### config.mk
export PLATFORM = sky130hd
export DESIGN_NAME = pviu_top
export DESIGN_NICKNAME = d
export VERILOG_FILES = /design/src/pviu_pkg.sv /design/src/pviu_top.sv /design/src/pviu_arbiter.sv
export SDC_FILE = /design/constraint.sdc
export NUM_CORES = 1
export LEC_CHECK = 0
export ABC_AREA = 1
export BUFFER_PORTS_ARGS = -buffer_cell sky130_fd_sc_hd__buf_2
export CORE_UTILIZATION = 40
export DETAILED_ROUTE_END_ITERATION = 8
export PLACE_DENSITY = 0.71
export SYNTH_ARGS = -nofsm -noshare
export SYNTH_HDL_FRONTEND = slang
export SYNTH_SLANG_ARGS = --single-unit
### constraint.sdc
create_clock -name clk -period 1.9 [get_ports clk]
set_clock_uncertainty 0.15 [all_clocks]
set_input_delay 0.095 -clock clk [delete_from_list [all_inputs] [get_ports clk]]
set_output_delay 0.095 -clock clk [all_outputs]
set_load 0.02 [all_outputs]
### src/pviu_pkg.sv
// Contract
// - Seven sources: two pins, two timers, serial, general, comparator.
// - Own enable per source; cleared global enable blocks every source.
// - All but comparator take one of four levels from two registers.
// - Comparator is always at the lowest level, never programmable.
// - Preemption only by strictly higher level; top level never preempted.
// - Higher pending level is serviced first at an instruction boundary.
// - Within one level the lowest vector address wins; ties only.
// - Pin request is level or edge by a type bit; its flag drives it.
// - Vectoring clears a pin pending flag only in edge mode.
// - Timer flags set on rollover, except timer zero in its mode 3.
// - Vectoring to a timer routine clears that timer flag.
// - Serial request is OR of receive, transmit, SPI done; none cleared.
// - General request is OR of eight flag bits; software clears them.
// - Comparator flag drives its request and survives vectoring.
// - Software set or clear of most flags acts like hardware.
// - SPI done and general flags: hardware sets, software only clears.
// - Fixed vectors 0000, 0003, 000B, 0013, 001B, 0023, 002B, 0033 hex.
// - Poll at instruction end uses prior-cycle flags; denials are forgotten.
// - Equal or higher level busy, return or config write: no vectoring.
// - The entry call lasts four cycles and is the next instruction.
// - Two-bit level is high-register bit over low-register bit.
package pviu_pkg;

  localparam int NUM_SRC = 7;
  localparam int NUM_LVL = 4;
  localparam int NUM_GP = 8;

  // Source index equals vector order
  localparam logic [2:0] SRC_EXT0 = 3'h0;
  localparam logic [2:0] SRC_T0 = 3'h1;
  localparam logic [2:0] SRC_EXT1 = 3'h2;
  localparam logic [2:0] SRC_T1 = 3'h3;
  localparam logic [2:0] SRC_SER = 3'h4;
  localparam logic [2:0] SRC_GP = 3'h5;
  localparam logic [2:0] SRC_CMP = 3'h6;

  // Bits of the software set/clear masks and the flag vector
  localparam int F_EXT0 = 0;
  localparam int F_T0 = 1;
  localparam int F_EXT1 = 2;
  localparam int F_T1 = 3;
  localparam int F_CMP = 4;
  localparam int NUM_FLAG = 5;

  // Global enable position in the enable register
  localparam int EN_GLOBAL = 7;
  localparam logic [1:0] CMP_LEVEL = 2'h0;

  localparam logic [15:0] VEC_RESET = 16'h0000;
  localparam logic [15:0] VEC_EXT0 = 16'h0003;
  localparam logic [15:0] VEC_T0 = 16'h000b;
  localparam logic [15:0] VEC_EXT1 = 16'h0013;
  localparam logic [15:0] VEC_T1 = 16'h001b;
  localparam logic [15:0] VEC_SER = 16'h0023;
  localparam logic [15:0] VEC_GP = 16'h002b;
  localparam logic [15:0] VEC_CMP = 16'h0033;

  localparam logic [2:0] CALL_CYCLES = 3'h4;
  localparam logic [2:0] CALL_IDLE = 3'h0;

  typedef struct packed {
    logic last_cycle;
    logic instr_return_from_irq;
    logic instr_cfg_wr;
    logic return_from_irq_done;
  } pviu_cpu_s;

  typedef struct packed {
    logic [NUM_FLAG-1:0] set;
    logic [NUM_FLAG-1:0] clr;
    logic spi_clr;
    logic [NUM_GP-1:0] gp_clr;
  } pviu_sw_wr_s;

  typedef struct packed {
    logic [NUM_FLAG-1:0] hw;
    logic spi_done_flag;
    logic [NUM_GP-1:0] general_input_flag_reg;
  } pviu_flags_s;

  typedef struct packed {
    logic start;
    logic active;
    logic [2:0] src;
    logic [1:0] level;
    logic [15:0] addr;
  } pviu_call_s;

  function automatic logic [15:0] vec_addr(input logic [2:0] src);
    logic [15:0] a;
    a = VEC_RESET;
    unique case (src)
      SRC_EXT0: a = VEC_EXT0;
      SRC_T0: a = VEC_T0;
      SRC_EXT1: a = VEC_EXT1;
      SRC_T1: a = VEC_T1;
      SRC_SER: a = VEC_SER;
      SRC_GP: a = VEC_GP;
      SRC_CMP: a = VEC_CMP;
      default: a = VEC_RESET;
    endcase
    return a;
  endfunction

  // Innermost (highest) level present in an in-service mask
  function automatic logic [1:0] top_level(input logic [3:0] mask);
    logic [1:0] t;
    t = 2'h0;
    for (int i = 0; i < NUM_LVL; i++) begin
      if (mask[i]) begin
        t = 2'(i);
      end
    end
    return t;
  endfunction

endpackage

### src/pviu_top.sv
`timescale 1ns/1ps
module pviu_top (
  input wire logic clk,
  input wire logic rst_n,
  // External request pins, active low, asynchronous
  input wire logic ext0_pin_n,
  input wire logic ext1_pin_n,
  input wire logic ext0_type_sel,
  input wire logic ext1_type_sel,
  input wire logic timer0_ovf,
  input wire logic timer0_mode3,
  input wire logic timer1_ovf,
  input wire logic uart_receive_flag,
  input wire logic uart_transmit_flag,
  input wire logic spi_done_set,
  input wire logic [7:0] gp_flag_set,
  input wire logic comparator_set,
  input wire pviu_pkg::pviu_sw_wr_s sw,
  input wire logic [7:0] irq_enable_reg,
  input wire logic [7:0] priority_low_reg,
  input wire logic [7:0] priority_high_reg,
  input wire pviu_pkg::pviu_cpu_s cpu,
  output pviu_pkg::pviu_flags_s flags,
  output pviu_pkg::pviu_call_s call,
  output logic [3:0] in_service
);

  ////////////////////////////////////////////////////////////////////////////
  // State

  typedef struct packed {
    logic [1:0] pin_s1;
    logic [1:0] pin_s2;
    logic [1:0] pin_prev;
    pviu_pkg::pviu_flags_s flags;
    logic [6:0] req;
    logic [3:0] in_svc;
    logic [2:0] call_cnt;
    pviu_pkg::pviu_call_s call;
  } pviu_state_s;

  pviu_state_s state;
  pviu_state_s next_state;

  logic [1:0] rst_sync;
  logic rst_int_n;

  logic arb_found;
  logic [2:0] arb_src;
  logic [1:0] arb_level;

  ////////////////////////////////////////////////////////////////////////////
  // Reset release

  // Assertion is immediate; release is aligned to clk by two stages
  always_ff @(posedge clk or negedge rst_n) begin
    if (!rst_n) begin
      rst_sync <= 2'h0;
    end else begin
      rst_sync <= {rst_sync[0], 1'b1};
    end
  end

  assign rst_int_n = rst_sync[1];

  ////////////////////////////////////////////////////////////////////////////
  // Arbitration over the sampled requests

  pviu_arbiter u_arbiter (
    .pending(state.req),
    .priority_low_reg(priority_low_reg),
    .priority_high_reg(priority_high_reg),
    .found(arb_found),
    .src(arb_src),
    .level(arb_level)
  );

  ////////////////////////////////////////////////////////////////////////////
  // Next state

  always_comb begin
    logic [1:0] pin_low;
    logic [1:0] pin_fall;
    logic [1:0] type_sel;
    logic [4:0] hw_set;
    logic [4:0] vec_clr;
    logic [6:0] raw;
    logic [6:0] en;
    logic busy;
    logic [1:0] cur;
    logic blocked;
    logic accept;
    logic [3:0] svc;

    next_state = state;
    pin_low = 2'h0;
    pin_fall = 2'h0;
    type_sel = {ext1_type_sel, ext0_type_sel};
    hw_set = 5'h00;
    vec_clr = 5'h00;
    raw = 7'h00;
    en = 7'h00;
    busy = 1'b0;
    cur = 2'h0;
    blocked = 1'b0;
    accept = 1'b0;
    svc = state.in_svc;

    // Pin synchroniser; first stage only feeds the second
    next_state.pin_s1 = {ext1_pin_n, ext0_pin_n};
    next_state.pin_s2 = state.pin_s1;
    next_state.pin_prev = state.pin_s2;
    pin_low = ~state.pin_s2;
    pin_fall = state.pin_prev & ~state.pin_s2;

    // Hardware set events
    hw_set[pviu_pkg::F_EXT0] = pin_fall[0];
    hw_set[pviu_pkg::F_EXT1] = pin_fall[1];
    hw_set[pviu_pkg::F_T0] = timer0_ovf && !timer0_mode3;
    hw_set[pviu_pkg::F_T1] = timer1_ovf;
    hw_set[pviu_pkg::F_CMP] = comparator_set;

    //////////////////////////////////////////////////////////////////////////
    // Acceptance at the instruction boundary

    busy = |state.in_svc;
    cur = pviu_pkg::top_level(state.in_svc);
    // Return or config write lets one more instruction run first
    blocked = cpu.instr_return_from_irq || cpu.instr_cfg_wr;
    accept = cpu.last_cycle && !blocked && arb_found &&
             (state.call_cnt == pviu_pkg::CALL_IDLE) &&
             (!busy || arb_level > cur);

    // Release the innermost level first, so a same-cycle accept stacks
    if (cpu.return_from_irq_done && busy) begin
      svc[cur] = 1'b0;
    end
    if (accept) begin
      svc[arb_level] = 1'b1;
    end
    next_state.in_svc = svc;

    // Auto-clear on vectoring: edge-mode pins and timers only
    if (accept) begin
      unique case (arb_src)
        pviu_pkg::SRC_EXT0: begin
          vec_clr[pviu_pkg::F_EXT0] = type_sel[0];
        end
        pviu_pkg::SRC_EXT1: begin
          vec_clr[pviu_pkg::F_EXT1] = type_sel[1];
        end
        pviu_pkg::SRC_T0: begin
          vec_clr[pviu_pkg::F_T0] = 1'b1;
        end
        pviu_pkg::SRC_T1: begin
          vec_clr[pviu_pkg::F_T1] = 1'b1;
        end
        // Serial, general and comparator flags stay set
        default: begin
          vec_clr = 5'h00;
        end
      endcase
    end

    //////////////////////////////////////////////////////////////////////////
    // Flags: clears first, then sets, so a coincident set wins

    next_state.flags.hw = (state.flags.hw & ~vec_clr & ~sw.clr) |
                          sw.set | hw_set;
    // Level mode: the pin alone decides the flag
    if (!type_sel[0]) begin
      next_state.flags.hw[pviu_pkg::F_EXT0] = pin_low[0];
    end
    if (!type_sel[1]) begin
      next_state.flags.hw[pviu_pkg::F_EXT1] = pin_low[1];
    end

    // Hardware-only set, software-only clear
    next_state.flags.spi_done_flag =
      (state.flags.spi_done_flag && !sw.spi_clr) || spi_done_set;
    // A held level input keeps setting, so its clear cannot stick
    next_state.flags.general_input_flag_reg =
      (state.flags.general_input_flag_reg & ~sw.gp_clr) |
      gp_flag_set;

    //////////////////////////////////////////////////////////////////////////
    // Request sampling, one cycle behind the flags

    raw[pviu_pkg::SRC_EXT0] = state.flags.hw[pviu_pkg::F_EXT0];
    raw[pviu_pkg::SRC_T0] = state.flags.hw[pviu_pkg::F_T0];
    raw[pviu_pkg::SRC_EXT1] = state.flags.hw[pviu_pkg::F_EXT1];
    raw[pviu_pkg::SRC_T1] = state.flags.hw[pviu_pkg::F_T1];
    raw[pviu_pkg::SRC_SER] = uart_receive_flag || uart_transmit_flag ||
                             state.flags.spi_done_flag;
    raw[pviu_pkg::SRC_GP] = |state.flags.general_input_flag_reg;
    raw[pviu_pkg::SRC_CMP] = state.flags.hw[pviu_pkg::F_CMP];

    // Enable bits share positions with source indices
    en = irq_enable_reg[6:0] & {7{irq_enable_reg[pviu_pkg::EN_GLOBAL]}};
    // Fresh sample every cycle, nothing of a denied request is kept
    next_state.req = raw & en;

    //////////////////////////////////////////////////////////////////////////
    // Entry call sequencing

    next_state.call.start = accept;
    if (accept) begin
      next_state.call_cnt = pviu_pkg::CALL_CYCLES;
      next_state.call.src = arb_src;
      next_state.call.level = arb_level;
      next_state.call.addr = pviu_pkg::vec_addr(arb_src);
    end else if (state.call_cnt != pviu_pkg::CALL_IDLE) begin
      next_state.call_cnt = state.call_cnt - 3'h1;
    end
    next_state.call.active = (next_state.call_cnt != pviu_pkg::CALL_IDLE);
  end

  ////////////////////////////////////////////////////////////////////////////
  // Registers

  always_ff @(posedge clk or negedge rst_int_n) begin
    if (!rst_int_n) begin
      // Pins idle high so no false edge appears at release
      state.pin_s1 <= 2'h3;
      state.pin_s2 <= 2'h3;
      state.pin_prev <= 2'h3;
      state.flags <= '0;
      state.req <= 7'h00;
      state.in_svc <= 4'h0;
      state.call_cnt <= pviu_pkg::CALL_IDLE;
      state.call.start <= 1'b0;
      state.call.active <= 1'b0;
      state.call.src <= 3'h0;
      state.call.level <= 2'h0;
      state.call.addr <= pviu_pkg::VEC_RESET;
    end else begin
      state <= next_state;
    end
  end

  ////////////////////////////////////////////////////////////////////////////
  // Outputs, all straight from state

  assign flags = state.flags;
  assign call = state.call;
  assign in_service = state.in_svc;

endmodule // pviu_top

### src/pviu_arbiter.sv
`timescale 1ns/1ps
module pviu_arbiter (
  input wire logic [6:0] pending,
  input wire logic [7:0] priority_low_reg,
  input wire logic [7:0] priority_high_reg,
  output logic found,
  output logic [2:0] src,
  output logic [1:0] level
);

  always_comb begin
    logic [1:0] lv;
    lv = 2'h0;
    found = 1'b0;
    src = 3'h0;
    level = 2'h0;
    // Descending scan lets the lower vector win a tie
    for (int i = pviu_pkg::NUM_SRC - 1; i >= 0; i--) begin
      if (i == int'(pviu_pkg::SRC_CMP)) begin
        lv = pviu_pkg::CMP_LEVEL;
      end else begin
        lv = {priority_high_reg[i], priority_low_reg[i]};
      end
      if (pending[i] && (!found || lv >= level)) begin
        found = 1'b1;
        src = 3'(i);
        level = lv;
      end
    end
  end

endmodule // pviu_arbiter

==> flow_metrics.tcl <==
set metrics [dict create \
    die_w_um 87.7 \
    timing.final.crit_share_pct 321 \
    clock_latency_ns 0.30 \
    max_freq_mhz 164 \
    routed_via_density 4.78 \
    slowest_delay_ns 0.41 \
    finalWorstSetupSlack_ns -4.20 \
    dp_hpwl_mm 5.29 \
    die_h_um 87.7 \
    cts_buffers 5 \
    drt_wl_total_mm 11.1 \
    finalPower_mw 3.68 \
    cp_slowest_cell "dfrtp_1" \
    critical_path_buf_inv_count 9 \
    grt_pass1_vias 3534 \
    cts_root_buffer "clkbuf_8" \
    cp-start-kind "flip-flop" \
    rsz0062_at_grt "yes" \
    drive_gt1_share_pct 55.0 \
    synth-edff-count 0 \
    pwr-share-clk_pct 17.6 \
    grtUsageMet2_pct 51.3 \
    fin_hold_ws_ns 0.00750 \
    ir_drop_mv 0.420 \
    gr-usage-met3_pct 7.16 \
    combPwrFrac_pct 47.9 \
    seqPwrFrac_pct 34.5 \
    area_delta_synth_final_pct 81.6 \
    finalMaxSlewViolations 0 \
    p_switching_mw 1.38 \
    drt_first_pass_iters 4 \
    grt_pass1_wl_mm 15.7 \
    violations "setup timing" \
    drc 0 \
    critPathMostFrequentCell "nand2_4" \
    place_congestion 0.852 \
    setup_viol 22 \
    numPlacedInstances 565 \
    fin_setup_tns_ns -90.69 \
    synth_cells 351 \
    synth_cell_types 36 \
    vias 3353 \
    path_clk_slew_ns 0.09 \
    synth_flop_cell "dfrtp_1" \
    drt_iter0_drc 190 \
    final_util_pct 76.8 \
    async_reset_ff_share_pct 100 \
    pin_count 109 \
    fp-row-count 30 \
    nNetsFinal 687 \
    grt_max_degree 46 \
    post_drt_wl_per_cell_um 15.9 \
    p_leak_nw 2.84 \
    layoutNonFillerInstCount 701 \
    required_ns 1.94 \
    finalHoldViolations 0 \
    status "finished with violations" \
    avgSynthCellArea_um2 8.36 \
    worstSetupPathType "flip-flop to flip-flop" \
    cts.path.max_buffers 2 \
    maxCapViolCount 0 \
    busiest_layer "met2" \
    critPathCaptureType "flip-flop" \
    synth_area_um2 2940 \
    cp_data_arrival_time_ns 6.15 \
    path_delay_family "simple AND/OR/NAND/NOR gates" \
    synth-seq-cells 47 \
    powerDensity_nw_per_um2 689 \
    final_cell_mix "127 x buf_4, 93 x buf_2, 61 x nand2_1" \
    internal_power_mw 2.30 \
    yosysSeqAreaShare_pct 40.3 \
    cts_max_level 2 \
    dieArea_um2 7690 \
    cts_tree "done" \
    antenna_cells 0 \
    antenna_found_initial 0 \
    grt.total_usage_pct 27.1 \
    ant_nets 0 \
    final_common_cell "buf_4" \
    path_max_fanout 5 \
    cts_num_sinks 47 \
    initial_core_util_pct 42.3 \
    swShare_pct 37.5 \
    min_period_ns 6.10 \
    core_um2 6940 \
    ys_warn_count 0 \
    numPortBuffers 93 \
    grtUsageMet1_pct 27.2 \
    grt_overflow 0 \
    hp-class "primary input to flip-flop" \
]
==> logic make-up after synthesis <==
| logic type | synth area share, % |
|---|---|
| and+or+nand+nor | 27.5 |
| buffers and inverters | 17.5 |
| DFF | 40.3 |
| AOI/OAI and AO/OA | 7.80 |
| adders and majority gates | 6.39 |
| other | 0.256 |
| xor gates and xnor gates | 0.298 |
==> synth_stat cells (5+ instances only) <==
| cell | n | area [µm²] |
|---|---|---|
| nand2_4 | 5 | 56.3 |
| ha_1 | 15 | 188 |
| inv_1 | 47 | 176 |
| dfstp_2 | 6 | 158 |
| o21ai_0 | 7 | 35.0 |
| nand2_2 | 7 | 43.8 |
| nand3_2 | 8 | 80.1 |
| nor2_1 | 15 | 56.3 |
| buf_4 | 41 | 308 |
| o21bai_1 | 12 | 90.1 |
| nand3_1 | 29 | 145 |
| dfrtp_1 | 41 | 1030 |
| nand2_1 | 79 | 297 |
==> power by group through the flow <==
stage / clock network, mW / registers, mW / logic [mW]
6_report: 0.648 / 1.27 / 1.76
3_5_place_dp: 0 / 1.28 / 1.20
4_1_cts: 0.665 / 1.26 / 1.49
5_1_grt: 0.705 / 1.29 / 1.90
3_3_place_gp: 0 / 1.27 / 1.15
2_1_floorplan: 0 / 1.27 / 0.914
==> per-stage QoR <==
stage	area, µm²	worst slack (ns)
global route	5330	-4.42
global placement	3720	-3.85
CTS	4970	-3.95
floorplan	3010	-3.84
detailed placement	3720	-4.17
finish	5330	-4.20
==> worst paths after layout <==
check                                  startpoint           to  slack (ns)  depth (start not counted)
worst max-delay path                    state[35]      call[1]       -4.20                         50
worst min-delay path            irq_enable_reg[7]    state[31]       0.007                          2
worst max register to register          state[35]      call[1]       -4.20                         50
worst min register to register        rst_sync[1]     flags[1]        0.09                          1
max in group asynchronous                   rst_n  rst_sync[1]        0.99                          3
min in group asynchronous             rst_sync[1]     flags[1]        0.09                          1
==> what timing repair did <==
action,4_1_cts,5_1_grt
hold buffers,50,0
hold endpoints to repair,28,0
endpoints found under the setup margin,22,22
setup buffers,74,6
pin swaps,29,25
cloned,0,0
gates resized for setup,20,62
==> final cells by class <==
type / count / area (µm²)
Timing Repair Buffer: 278 / 2020
Multi-Input combinational cell: 220 / 1700
Fill cell: 411 / 1610
Sequential cell: 47 / 1180
Inverter: 52 / 210
Tap cell: 96 / 120
Clock buffer: 7 / 86.3
Clock inverter: 1 / 8.76
==> routing by layer <==
layer,part of all wire [%],up-vias,routed length (µm)
li1,-,1562,-
met1,37,1556,4090
met2,51,172,5670
met3,7.0,63,774
met4,5.4,0,598
met5,0,-,0
==> state kept, by name (all words and copies together) (netlist names) <==
name        count
flags          14
rst_sync        2
in_service      4
call           11
state          12
next_state      4
Note: power is estimated with default switching activity, not from simulation.
